$ cat src/logic/uel_pkg.sv
// Package: register map, field positions and timing for the endpoint/DMA/LPM control block
package uel_pkg;
    // Register offsets (byte addresses, word aligned)
    localparam logic [7:0] EP_TXCSR_OFS   = 8'h00;
    localparam logic [7:0] DMA_FLAGS_OFS  = 8'h04;
    localparam logic [7:0] LPM_CTRL_OFS   = 8'h08;
    localparam logic [7:0] IRQ_STAT_OFS   = 8'h0c;
    localparam logic [7:0] IRQ_MASK_OFS   = 8'h10;
    localparam logic [7:0] EP_STAT_OFS    = 8'h14;

    // Endpoint control/status field positions
    localparam int AUTO_SET_BIT  = 31;
    localparam int ISO_BIT       = 30;
    localparam int DIR_BIT       = 29;
    localparam int DREQ_EN_BIT   = 28;
    localparam int FORCE_TG_BIT  = 27;
    localparam int DREQ_MD_BIT   = 26;
    localparam int TG_WEN_BIT    = 25;
    localparam int TG_STATE_BIT  = 24;
    localparam int TX_RDY_BIT    = 16;
    localparam int MAXP_LSB      = 0;
    localparam int MAXP_W        = 11;

    // Link power control field positions
    localparam int LPM_IE_LSB    = 24;
    localparam int LPM_IE_W      = 6;
    localparam int NAK_ONLY_BIT  = 20;
    localparam int LPM_SEL_LSB   = 18;
    localparam int RESUME_BIT    = 17;
    // Writable bits of the link power control register
    localparam logic [31:0] LPM_WR_MASK = 32'h3f1e_0000;

    // Support select encodings
    localparam logic [1:0] LPM_SEL_NONE  = 2'h2;
    localparam logic [1:0] LPM_SEL_EXT   = 2'h1;

    // Interrupt status bit positions
    localparam int IRQ_DMA_BIT   = 0;
    localparam int IRQ_LPM_BIT   = 1;
    localparam int IRQ_RES_BIT   = 2;
    localparam int IRQ_W         = 3;

    // Reset values
    localparam logic [31:0] EP_TXCSR_RST = 32'h0000_0000;
    localparam logic [31:0] LPM_CTRL_RST = 32'h0000_0000;

    // Resume signalling time and its cycle count at 125 MHz
    localparam int RESUME_US      = 50;
    localparam int CLK_MHZ        = 125;
    localparam int RESUME_CYCLES  = RESUME_US * CLK_MHZ;
    localparam int RESUME_CNT_W   = 14;
endpackage

$ cat src/logic/uel_ctrl.sv
// Endpoint transmit options, DMA channel flags and link power control logic
module uel_ctrl #(
    parameter int DMA_CH      = 8,
    parameter int RESUME_CNT  = uel_pkg::RESUME_CYCLES
) (
    input  wire logic              mclk_i,          // Module clock
    input  wire logic              rstn_i,          // Async reset, active low
    input  wire logic [7:0]        addr_i,          // Register byte address
    input  wire logic [31:0]       wdata_i,         // Write data
    input  wire logic              wr_i,            // Write strobe
    input  wire logic              rd_i,            // Read strobe
    output logic [31:0]            rdata_o,         // Read data, cycle after strobe
    input  wire logic              host_mode_i,     // 1 host mode, 0 device mode
    input  wire logic              fifo_full_pkt_i, // Max-size packet loaded in TX FIFO
    input  wire logic              tx_sent_i,       // Packet sent, host acknowledged
    input  wire logic              dma_need_i,      // Endpoint wants DMA service
    input  wire logic [DMA_CH-1:0] dma_evt_i,       // Per-channel DMA interrupt events
    input  wire logic [5:0]        lpm_evt_i,       // LPM err,res,ack,nyet,stall,timeout
    input  wire logic              lpm_suspended_i, // Module is LPM suspended
    input  wire logic              lpm_txn_i,       // Current transaction is LPM
    output logic                   tx_pkt_ready_o,  // Transmit packet ready
    output logic                   iso_mode_o,      // Endpoint isochronous
    output logic                   dir_tx_o,        // Endpoint direction transmit
    output logic                   dma_req_o,       // DMA request
    output logic                   dma_req_mode_o,  // DMA request mode 1
    output logic                   fifo_flush_o,    // Clear packet from FIFO
    output logic                   toggle_o,        // Current transmit data toggle
    output logic                   nak_o,           // Answer with NAK
    output logic                   lpm_supported_o, // LPM transactions supported
    output logic                   ext_supported_o, // Extended transactions supported
    output logic                   resume_o,        // Drive resume signalling
    output logic [5:0]             lpm_irq_o,       // Enabled LPM interrupt pulses
    output logic                   irq_o            // Level interrupt
);
    logic [31:0]                 csr_ff;
    logic                        toggle_ff;
    logic                        tx_rdy_ff;
    logic [DMA_CH-1:0]           dflag_ff;
    logic [31:0]                 lpm_ff;
    logic                        nak_req_ff;
    logic                        nak_act_ff;
    logic [uel_pkg::RESUME_CNT_W-1:0] res_cnt_ff;
    logic [uel_pkg::IRQ_W-1:0]   ist_ff;
    logic [uel_pkg::IRQ_W-1:0]   imask_ff;
    logic [31:0]                 rdata_ff;
    logic                        dma_req_ff;
    logic                        flush_ff;
    logic [5:0]                  lpm_irq_ff;
    logic                        irq_ff;
    logic                        nak_ff;
    logic                        lpm_sup_ff;
    logic                        ext_sup_ff;
    logic                        iso_ff;
    logic [uel_pkg::IRQ_W-1:0]   nxt_ist;
    logic [DMA_CH-1:0]           nxt_dflag;
    logic [5:0]                  lpm_hit;

    logic wr_csr;
    logic wr_lpm;
    logic rd_dma;
    logic force_tg;
    logic res_done;
    assign wr_csr   = wr_i && (addr_i == uel_pkg::EP_TXCSR_OFS);
    assign wr_lpm   = wr_i && (addr_i == uel_pkg::LPM_CTRL_OFS);
    assign rd_dma   = rd_i && (addr_i == uel_pkg::DMA_FLAGS_OFS);
    assign force_tg = csr_ff[uel_pkg::FORCE_TG_BIT];
    assign res_done = lpm_ff[uel_pkg::RESUME_BIT] && (res_cnt_ff == '0);
    assign lpm_hit  = lpm_evt_i & lpm_ff[uel_pkg::LPM_IE_LSB +: uel_pkg::LPM_IE_W];

    // Endpoint control register; software may clear request mode only after
    // request enable is already low, so the two are stored independently
    always_ff @(posedge mclk_i or negedge rstn_i) begin
        if (!rstn_i) begin
            csr_ff <= uel_pkg::EP_TXCSR_RST;
        end else if (wr_csr) begin
            csr_ff <= wdata_i;
        end
    end

    // Transmit packet ready: software sets, auto-set on full packet, cleared on send
    always_ff @(posedge mclk_i or negedge rstn_i) begin
        if (!rstn_i) begin
            tx_rdy_ff <= 1'b0;
        end else if (csr_ff[uel_pkg::AUTO_SET_BIT] && fifo_full_pkt_i) begin
            tx_rdy_ff <= 1'b1;
        end else if (wr_csr && wdata_i[uel_pkg::TX_RDY_BIT]) begin
            tx_rdy_ff <= 1'b1;
        end else if (tx_sent_i || force_tg) begin
            tx_rdy_ff <= 1'b0;
        end
    end

    // Data toggle: flips on ack or forced switch, host write gated by enable
    always_ff @(posedge mclk_i or negedge rstn_i) begin
        if (!rstn_i) begin
            toggle_ff <= 1'b0;
        end else if (host_mode_i && wr_csr && wdata_i[uel_pkg::TG_WEN_BIT]) begin
            toggle_ff <= wdata_i[uel_pkg::TG_STATE_BIT];
        end else if (tx_sent_i || (force_tg && tx_rdy_ff)) begin
            toggle_ff <= ~toggle_ff;
        end
    end

    // Forced flush of the pending packet, whether or not an ACK came
    always_ff @(posedge mclk_i or negedge rstn_i) begin
        if (!rstn_i) begin
            flush_ff <= 1'b0;
        end else begin
            flush_ff <= force_tg && tx_rdy_ff;
        end
    end

    always_ff @(posedge mclk_i or negedge rstn_i) begin
        if (!rstn_i) begin
            dma_req_ff <= 1'b0;
        end else begin
            dma_req_ff <= csr_ff[uel_pkg::DREQ_EN_BIT] && dma_need_i;
        end
    end

    // Isochronous select is forced off in host mode, where the bit has no effect
    always_ff @(posedge mclk_i or negedge rstn_i) begin
        if (!rstn_i) begin
            iso_ff <= 1'b0;
        end else if (wr_csr) begin
            iso_ff <= wdata_i[uel_pkg::ISO_BIT] && !host_mode_i;
        end else begin
            iso_ff <= csr_ff[uel_pkg::ISO_BIT] && !host_mode_i;
        end
    end

    // DMA channel flags, set wins over read-clear
    generate
        for (genvar i = 0; i < DMA_CH; i++) begin : g_dflag
            assign nxt_dflag[i] = dma_evt_i[i] ? 1'b1 : (rd_dma ? 1'b0 : dflag_ff[i]);
        end
    endgenerate

    always_ff @(posedge mclk_i or negedge rstn_i) begin
        if (!rstn_i) begin
            dflag_ff <= '0;
        end else begin
            dflag_ff <= nxt_dflag;
        end
    end

    // Link power control register; resume bit self-clears
    always_ff @(posedge mclk_i or negedge rstn_i) begin
        if (!rstn_i) begin
            lpm_ff <= uel_pkg::LPM_CTRL_RST;
        end else if (wr_lpm) begin
            lpm_ff <= wdata_i & uel_pkg::LPM_WR_MASK;
            if (lpm_ff[uel_pkg::RESUME_BIT]) begin
                lpm_ff[uel_pkg::RESUME_BIT] <= 1'b1;
            end
        end else if (res_done) begin
            lpm_ff[uel_pkg::RESUME_BIT] <= 1'b0;
        end
    end

    // Resume counter runs 50 us from the write of one
    always_ff @(posedge mclk_i or negedge rstn_i) begin
        if (!rstn_i) begin
            res_cnt_ff <= '0;
        end else if (wr_lpm && wdata_i[uel_pkg::RESUME_BIT] && !lpm_ff[uel_pkg::RESUME_BIT]) begin
            res_cnt_ff <= uel_pkg::RESUME_CNT_W'(RESUME_CNT - 1);
        end else if (res_cnt_ff != '0) begin
            res_cnt_ff <= res_cnt_ff - 1'b1;
        end
    end

    // NAK-only: a written one waits for LPM suspend before acting
    always_ff @(posedge mclk_i or negedge rstn_i) begin
        if (!rstn_i) begin
            nak_req_ff <= 1'b0;
            nak_act_ff <= 1'b0;
        end else begin
            nak_req_ff <= lpm_ff[uel_pkg::NAK_ONLY_BIT];
            if (!lpm_ff[uel_pkg::NAK_ONLY_BIT]) begin
                nak_act_ff <= 1'b0;
            end else if (lpm_suspended_i) begin
                nak_act_ff <= 1'b1;
            end
        end
    end

    always_ff @(posedge mclk_i or negedge rstn_i) begin
        if (!rstn_i) begin
            nak_ff <= 1'b0;
        end else begin
            nak_ff <= nak_act_ff && !lpm_txn_i;
        end
    end

    // Support decode, device mode only
    always_ff @(posedge mclk_i or negedge rstn_i) begin
        if (!rstn_i) begin
            lpm_sup_ff <= 1'b0;
            ext_sup_ff <= 1'b0;
        end else begin
            lpm_sup_ff <= !host_mode_i &&
                          (lpm_ff[uel_pkg::LPM_SEL_LSB +: 2] != uel_pkg::LPM_SEL_NONE) &&
                          (lpm_ff[uel_pkg::LPM_SEL_LSB +: 2] != uel_pkg::LPM_SEL_EXT);
            ext_sup_ff <= !host_mode_i &&
                          (lpm_ff[uel_pkg::LPM_SEL_LSB +: 2] != uel_pkg::LPM_SEL_NONE);
        end
    end

    always_ff @(posedge mclk_i or negedge rstn_i) begin
        if (!rstn_i) begin
            lpm_irq_ff <= '0;
        end else begin
            lpm_irq_ff <= lpm_hit;
        end
    end

    // Sticky interrupt status, write one to clear, set wins
    always_comb begin
        nxt_ist = ist_ff;
        if (wr_i && (addr_i == uel_pkg::IRQ_STAT_OFS)) begin
            nxt_ist = ist_ff & ~wdata_i[uel_pkg::IRQ_W-1:0];
        end
        if (|dma_evt_i) begin
            nxt_ist[uel_pkg::IRQ_DMA_BIT] = 1'b1;
        end
        if (|lpm_hit) begin
            nxt_ist[uel_pkg::IRQ_LPM_BIT] = 1'b1;
        end
        if (res_done) begin
            nxt_ist[uel_pkg::IRQ_RES_BIT] = 1'b1;
        end
    end

    always_ff @(posedge mclk_i or negedge rstn_i) begin
        if (!rstn_i) begin
            ist_ff   <= '0;
            imask_ff <= '0;
            irq_ff   <= 1'b0;
        end else begin
            ist_ff <= nxt_ist;
            if (wr_i && (addr_i == uel_pkg::IRQ_MASK_OFS)) begin
                imask_ff <= wdata_i[uel_pkg::IRQ_W-1:0];
            end
            irq_ff <= |(nxt_ist & imask_ff);
        end
    end

    // Read data, valid the cycle after the strobe; unmapped reads return zero
    always_ff @(posedge mclk_i or negedge rstn_i) begin
        if (!rstn_i) begin
            rdata_ff <= '0;
        end else if (rd_i) begin
            if (addr_i == uel_pkg::EP_TXCSR_OFS) begin
                rdata_ff <= {csr_ff[31], csr_ff[30] && !host_mode_i, csr_ff[29:25],
                             toggle_ff, 7'h00, tx_rdy_ff, 5'h00,
                             csr_ff[uel_pkg::MAXP_LSB +: uel_pkg::MAXP_W]};
            end else if (addr_i == uel_pkg::DMA_FLAGS_OFS) begin
                rdata_ff <= 32'(dflag_ff);
            end else if (addr_i == uel_pkg::LPM_CTRL_OFS) begin
                rdata_ff <= lpm_ff;
            end else if (addr_i == uel_pkg::IRQ_STAT_OFS) begin
                rdata_ff <= 32'(ist_ff);
            end else if (addr_i == uel_pkg::IRQ_MASK_OFS) begin
                rdata_ff <= 32'(imask_ff);
            end else if (addr_i == uel_pkg::EP_STAT_OFS) begin
                rdata_ff <= {29'h0, nak_act_ff, nak_req_ff, flush_ff};
            end else begin
                rdata_ff <= '0;
            end
        end else begin
            rdata_ff <= '0;
        end
    end

    assign rdata_o         = rdata_ff;
    assign tx_pkt_ready_o  = tx_rdy_ff;
    assign iso_mode_o      = iso_ff;
    assign dir_tx_o        = csr_ff[uel_pkg::DIR_BIT];
    assign dma_req_o       = dma_req_ff;
    assign dma_req_mode_o  = csr_ff[uel_pkg::DREQ_MD_BIT];
    assign fifo_flush_o    = flush_ff;
    assign toggle_o        = toggle_ff;
    assign nak_o           = nak_ff;
    assign lpm_supported_o = lpm_sup_ff;
    assign ext_supported_o = ext_sup_ff;
    assign resume_o        = lpm_ff[uel_pkg::RESUME_BIT];
    assign lpm_irq_o       = lpm_irq_ff;
    assign irq_o           = irq_ff;
endmodule

$ cat config.mk
export PLATFORM = sky130hd
export DESIGN_NAME = uel_ctrl
export DESIGN_NICKNAME = d
export VERILOG_FILES = /design/src/logic/uel_pkg.sv /design/src/logic/uel_ctrl.sv
export SDC_FILE = /design/constraint.sdc
export NUM_CORES = 1
export LEC_CHECK = 0
export BUFFER_PORTS_ARGS = -buffer_cell sky130_fd_sc_hd__buf_2
export CAP_MARGIN = 20
export CORE_MARGIN = 3
export CORE_UTILIZATION = 50
export CTS_CLUSTER_SIZE = 16
export DETAILED_ROUTE_END_ITERATION = 16
export GPL_TIMING_DRIVEN = 0
export PLACE_DENSITY = 0.77
export SLEW_MARGIN = 25
export SYNTH_ARGS = -nofsm -noshare
export SYNTH_HDL_FRONTEND = slang
export SYNTH_SLANG_ARGS = --single-unit
$ cat constraint.sdc
create_clock -name mclk_i -period 4.05 [get_ports mclk_i]
set_clock_uncertainty 0.05 [all_clocks]
set_input_delay 0.81 -clock mclk_i [delete_from_list [all_inputs] [get_ports mclk_i]]
set_output_delay 0.81 -clock mclk_i [all_outputs]
set_load 0.005 [all_outputs]
Word level (Yosys, flattened, before mapping):

Cells that the tools add are included.

* add/subtract/negate cells: 1
* eq/ne operators: 8
* multiplexer cells: 33
* bitwise logic cells: 5
* reduce and logical (&&, ||, !) cells: 42

Operators with widths (number)
* $mux W32: 2
* $mux W30: 2
* $mux W14: 2
* $mux W1: 23
* $reduce_bool A2 Y1: 11
* $logic_and A1 B1 Y1: 19
* $eq A8 B4 Y1 const B: 2
* $eq A8 B5 Y1 const B: 2
* $logic_not A14 Y1: 1
* $reduce_bool A14 Y1: 1
* $sub A14 B1 Y14 const B: 1
* $mux W3: 4
* $eq A8 B3 Y1 const B: 1
* $logic_not A8 Y1: 1
* $reduce_or A8 Y1: 1
* $and A3 B3 Y3: 2
* $and A6 B6 Y6: 1
* $reduce_or A6 Y1: 1
* $ne A2 B2 Y1 const B: 2
* $logic_not A1 Y1: 3
* $not A3 Y3: 1
* $reduce_bool A3 Y1: 1
* $reduce_or A3 Y1: 1
* $logic_or A1 B1 Y1: 2
* other kinds (2): 2

* register bits: 119
* input bits: 64
* output and inout port bits: 50
* logic and storage cells: 116

Logic depth before layout (Yosys ltp):

* word-level depth: 8
* mapped depth: 7
* mapped depth without buffers: 6

Worst setup path after synthesis:

No wires, ideal clock.

* path type: input port to flip-flop
* start: in addr_i[1]
* end: reg imask_ff[0] in the netlist's numbering
* setup time: 0.125 ns
* data arrival time: 2.538 ns
* required time: 3.875 ns
* slack: 1.338 ns
* stages on the path: 5
* buffers on the path: 1
* path through: or4_4 > buf_6 > nor4b_1 > and3b_1 > mux2_2

* cells in the longest elaborated chain, start to end: 2

RTL lines
* start: declaration: line uel_ctrl.sv:8 `input wire logic [7:0] addr_i,`
* $eq A8 B5 Y1: line uel_ctrl.sv:241 `if (wr_i && (addr_i == uel_pkg::IRQ_MASK_OFS)) begin`
* $logic_and A1 B1 Y1: line uel_ctrl.sv:241
* end signal: assignment: line uel_ctrl.sv:242 `imask_ff <= wdata_i[uel_pkg::IRQ_W-1:0];`
* end: declaration: line uel_ctrl.sv:44 `logic [uel_pkg::IRQ_W-1:0] imask_ff;`

No other way between the ends.
A chain may end at the register's enable or synchronous reset.

Worst setup path in the final report:

* start: in addr_i[1]
* end: reg csr_ff[1]

* cells in the longest elaborated chain, start to end: 2

RTL lines
* $logic_not A8 Y1: line uel_ctrl.sv:63 `assign wr_csr = wr_i && (addr_i == uel_pkg::EP_TXCSR_OFS);`
* $logic_and A1 B1 Y1: line uel_ctrl.sv:63
* end signal: assignment: line uel_ctrl.sv:74 `csr_ff <= uel_pkg::EP_TXCSR_RST;`
* end signal: assignment: line uel_ctrl.sv:76 `csr_ff <= wdata_i;`
* end: declaration: line uel_ctrl.sv:35 `logic [31:0] csr_ff;`

No other way between the ends.

==> metrics.cfg <==
[run_status]
status=finished, final reports clean

[pwr]
power.switching_uw=541
vdd_drop_max_v=0.000236
pwr-share-comb_pct=14.1
power.clock.fraction_pct=29.5
switching_share_pct=28.1
leakage_uw=0.00248
intPower_uw=1380
p_per_area_nw_per_um2=391
seqPwrFrac_pct=56.5

[clock_network]
insertion_delay_ns=0.36
cts_hold_buf=0
cts_buffer_depth=2
h-tree-depth=3
cts_tree=yes
cts_sinks=97
clk_pin_slew_worst_paths_ns=0.09
cts_resized=0
cts_root_buffer=clkbuf_8
post-cts-setup-buffer-count=0
cts_buffers=9

[setup_path]
start_kind=input port
crit_fanout=10
worstRegToRegCells=7
crit_path_frequent_cell=buf_2
r2r-end=res_cnt_ff[1]$_DFFE_PN0P_
crit_chain=buf_2, or4_4, buf_6, nor4_4, and2_1, buf_2, mux2_2
cp-end-kind=flip-flop
crit_required_ns=4.25
arrival_ns=2.86
max_stage_delay_ns=0.52
timing.rr.start=res_cnt_ff[0]$_DFFE_PN0P_
cp_slowest_cell=or4_4
critPathKind=in -> reg
r2r_slack_ns=1.43

[cells_and_area]
antenna_cells=0
drive_above_1_share_pct=36.3
area_growth_pct=20.3
nNetsFinal=519
utilization_pct=62.7

[timing]
setup_viol=0
drv_slew=0
slew_headroom_pct=37.2
rsz0062_at_grt=no
fin_crit_sh_pct=65.9
finalHoldViolCount=0
worst_slew_pin_slew_ns=0.933
setup_ws_ns=1.38
finalSetupTns_ns=0
holdWs_ns=0.305
layout_min_cycle_time_ns=2.67
fmax_mhz=375

[floorplan]
die_h_um=96.4
die_x_um=96.4
fp-row-count=32
die-area_sq_um=9300
start_util_pct=52.1
ios=114
core_area_sq_um=7850

[routing]
m1WireLength_mm=4.10
wl_met3_um=675
first_pass_iters=4
routed_wl_mm=9.14
drtIter0Drc=180
drt-wirelength-per-cell_um=16.4
vias=3049
viasPerCell=5.45
top_layer_used=met4
antenna_left=0
route.detailed.drc=0
dr_wl_met2_mm=4.27

[placed_design]
place_congestion=0.792
dpl.hpwl_mm=6.64
pre_cts_ws_ns=1.03
portBuffers=95

[synth]
yosysSeqAreaShare_pct=59.3
netlist_top_cells_area=dfrtp_1 (59%), mux2_2 (7.4%), nand2_1 (3.0%)
ys_warn_count=0
synthFlopType=dfrtp_1
syn_area_sq_um=4090
synth_top_cell_by_area=dfrtp_1
avgSynthCellArea_sq_um=12.1
synth_cell_types=49
netlist_top_cells_count=dfrtp_1 (97), nand2_1 (33), mux2_2 (27), and2_1 (15), a22o_1 (14)
synth_top_area_share_pct=59.3
synth-seq-cells=97
synth-edff-count=0
syn_inst=339
yosys.cell_count.top_type=dfrtp_1
synthArstFlopShare_pct=100

[global_route]
grt_pass1_vias=2856
grt_usage_pct=19.9
grt.overflow.total=0
grt_pass1_wl_mm=14.0
antenna_found_initial=0
grt_max_degree=55

[min_path]
hold_class=in -> async

[run]
maxCapViolCount=0

-- cell usage in the layout (no fill, tap or decap), drive strengths merged, types with 10 or more instances in the layout --
| master | count |
|---|---|
| nor2 | 11 |
| buf | 113 |
| nand2 | 33 |
| dfrtp | 97 |
| a22o | 14 |
| and2 | 15 |
| or4 | 12 |
| mux2 | 27 |
| clkbuf | 18 |
| a21oi | 10 |
-- worst max-delay path, delay by kind of cell --
| family | cells | cell delay (ns) |
|---|---|---|
| mux | 1 | 0.38 |
| simple gates | 3 | 1.12 |
| buf+inv | 3 | 0.55 |
-- through the flow --
stage / total power [uW] / area, sq um / std cells
floorplan: 1260 / 4120 / 346
global placement: 1360 / 4720 / 543
detailed placement: 1380 / 4750 / 544
CTS: 1940 / 4920 / 559
global route: 2020 / 4920 / 559
finish: 1920 / 4920 / 559
-- registers in the layout, indices dropped and copies added, names as in the netlist, 3 cells and up --
register,flops
imask_ff,3
ist_ff,3
rdata_o,24
res_cnt_ff,14
lpm_irq_o,6
lpm_ff,10
dflag_ff,8
csr_ff,18
-- layout make-up --
class | instances | area (sq um)
clock inverter | 5 | 41.3
multi-input combinational | 221 | 1540
timing repair buffer | 96 | 509
clock buffer | 10 | 128
tap | 102 | 128
fill | 654 | 2930
inverter | 3 | 11.3
sequential | 97 | 2430
buffer | 25 | 140
-- logic make-up (layout without fill, tap and decap cells) --
family,count (synthesis),count (layout),synth area share (%)
other,1,8,0.0917
flip-flops,97,97,59.3
buffers and inverters,28,139,3.70
AND/OR/NAND/NOR,120,120,16.9
AO/OA/AOI/OAI,59,59,10.8
adder cells (fa/ha/maj),2,2,0.612
XOR/XNOR,3,3,0.643
multiplexers,29,29,7.92
-- power by group through the flow --
stage / clock [uW] / combinational [uW] / sequential, uW
CTS: 581 / 273 / 1090
global placement: 0 / 255 / 1100
finish: 567 / 271 / 1090
global route: 619 / 304 / 1100
floorplan: 0 / 167 / 1090
detailed placement: 0 / 273 / 1100
-- how the worst max path moves through the flow --
| stage | cells past startpoint | slack (ns) | to | start |
|---|---|---|---|---|
| after floorplan | 5 | 1.34 | imask_ff[0]$_DFFE_PN0P_ | addr_i[1] |
| after global placement | 7 | 1.05 | csr_ff[27]$_DFFE_PN0N_ | addr_i[1] |
| after detailed placement | 7 | 1.03 | csr_ff[1]$_DFFE_PN0N_ | addr_i[1] |
| after CTS | 7 | 1.39 | csr_ff[1]$_DFFE_PN0N_ | addr_i[1] |
| after global routing | 7 | 1.26 | res_cnt_ff[1]$_DFFE_PN0P_ | res_cnt_ff[0]$_DFFE_PN0P_ |
| final | 7 | 1.38 | csr_ff[1]$_DFFE_PN0N_ | addr_i[1] |
-- routing by layer --
metal	up-vias	track usage, %
li1	1428	-
met1	1502	28.0
met2	112	30.9
met3	7	4.34
met4	0	6.19
met5	-	0
Power figures use the tool's default switching activity.
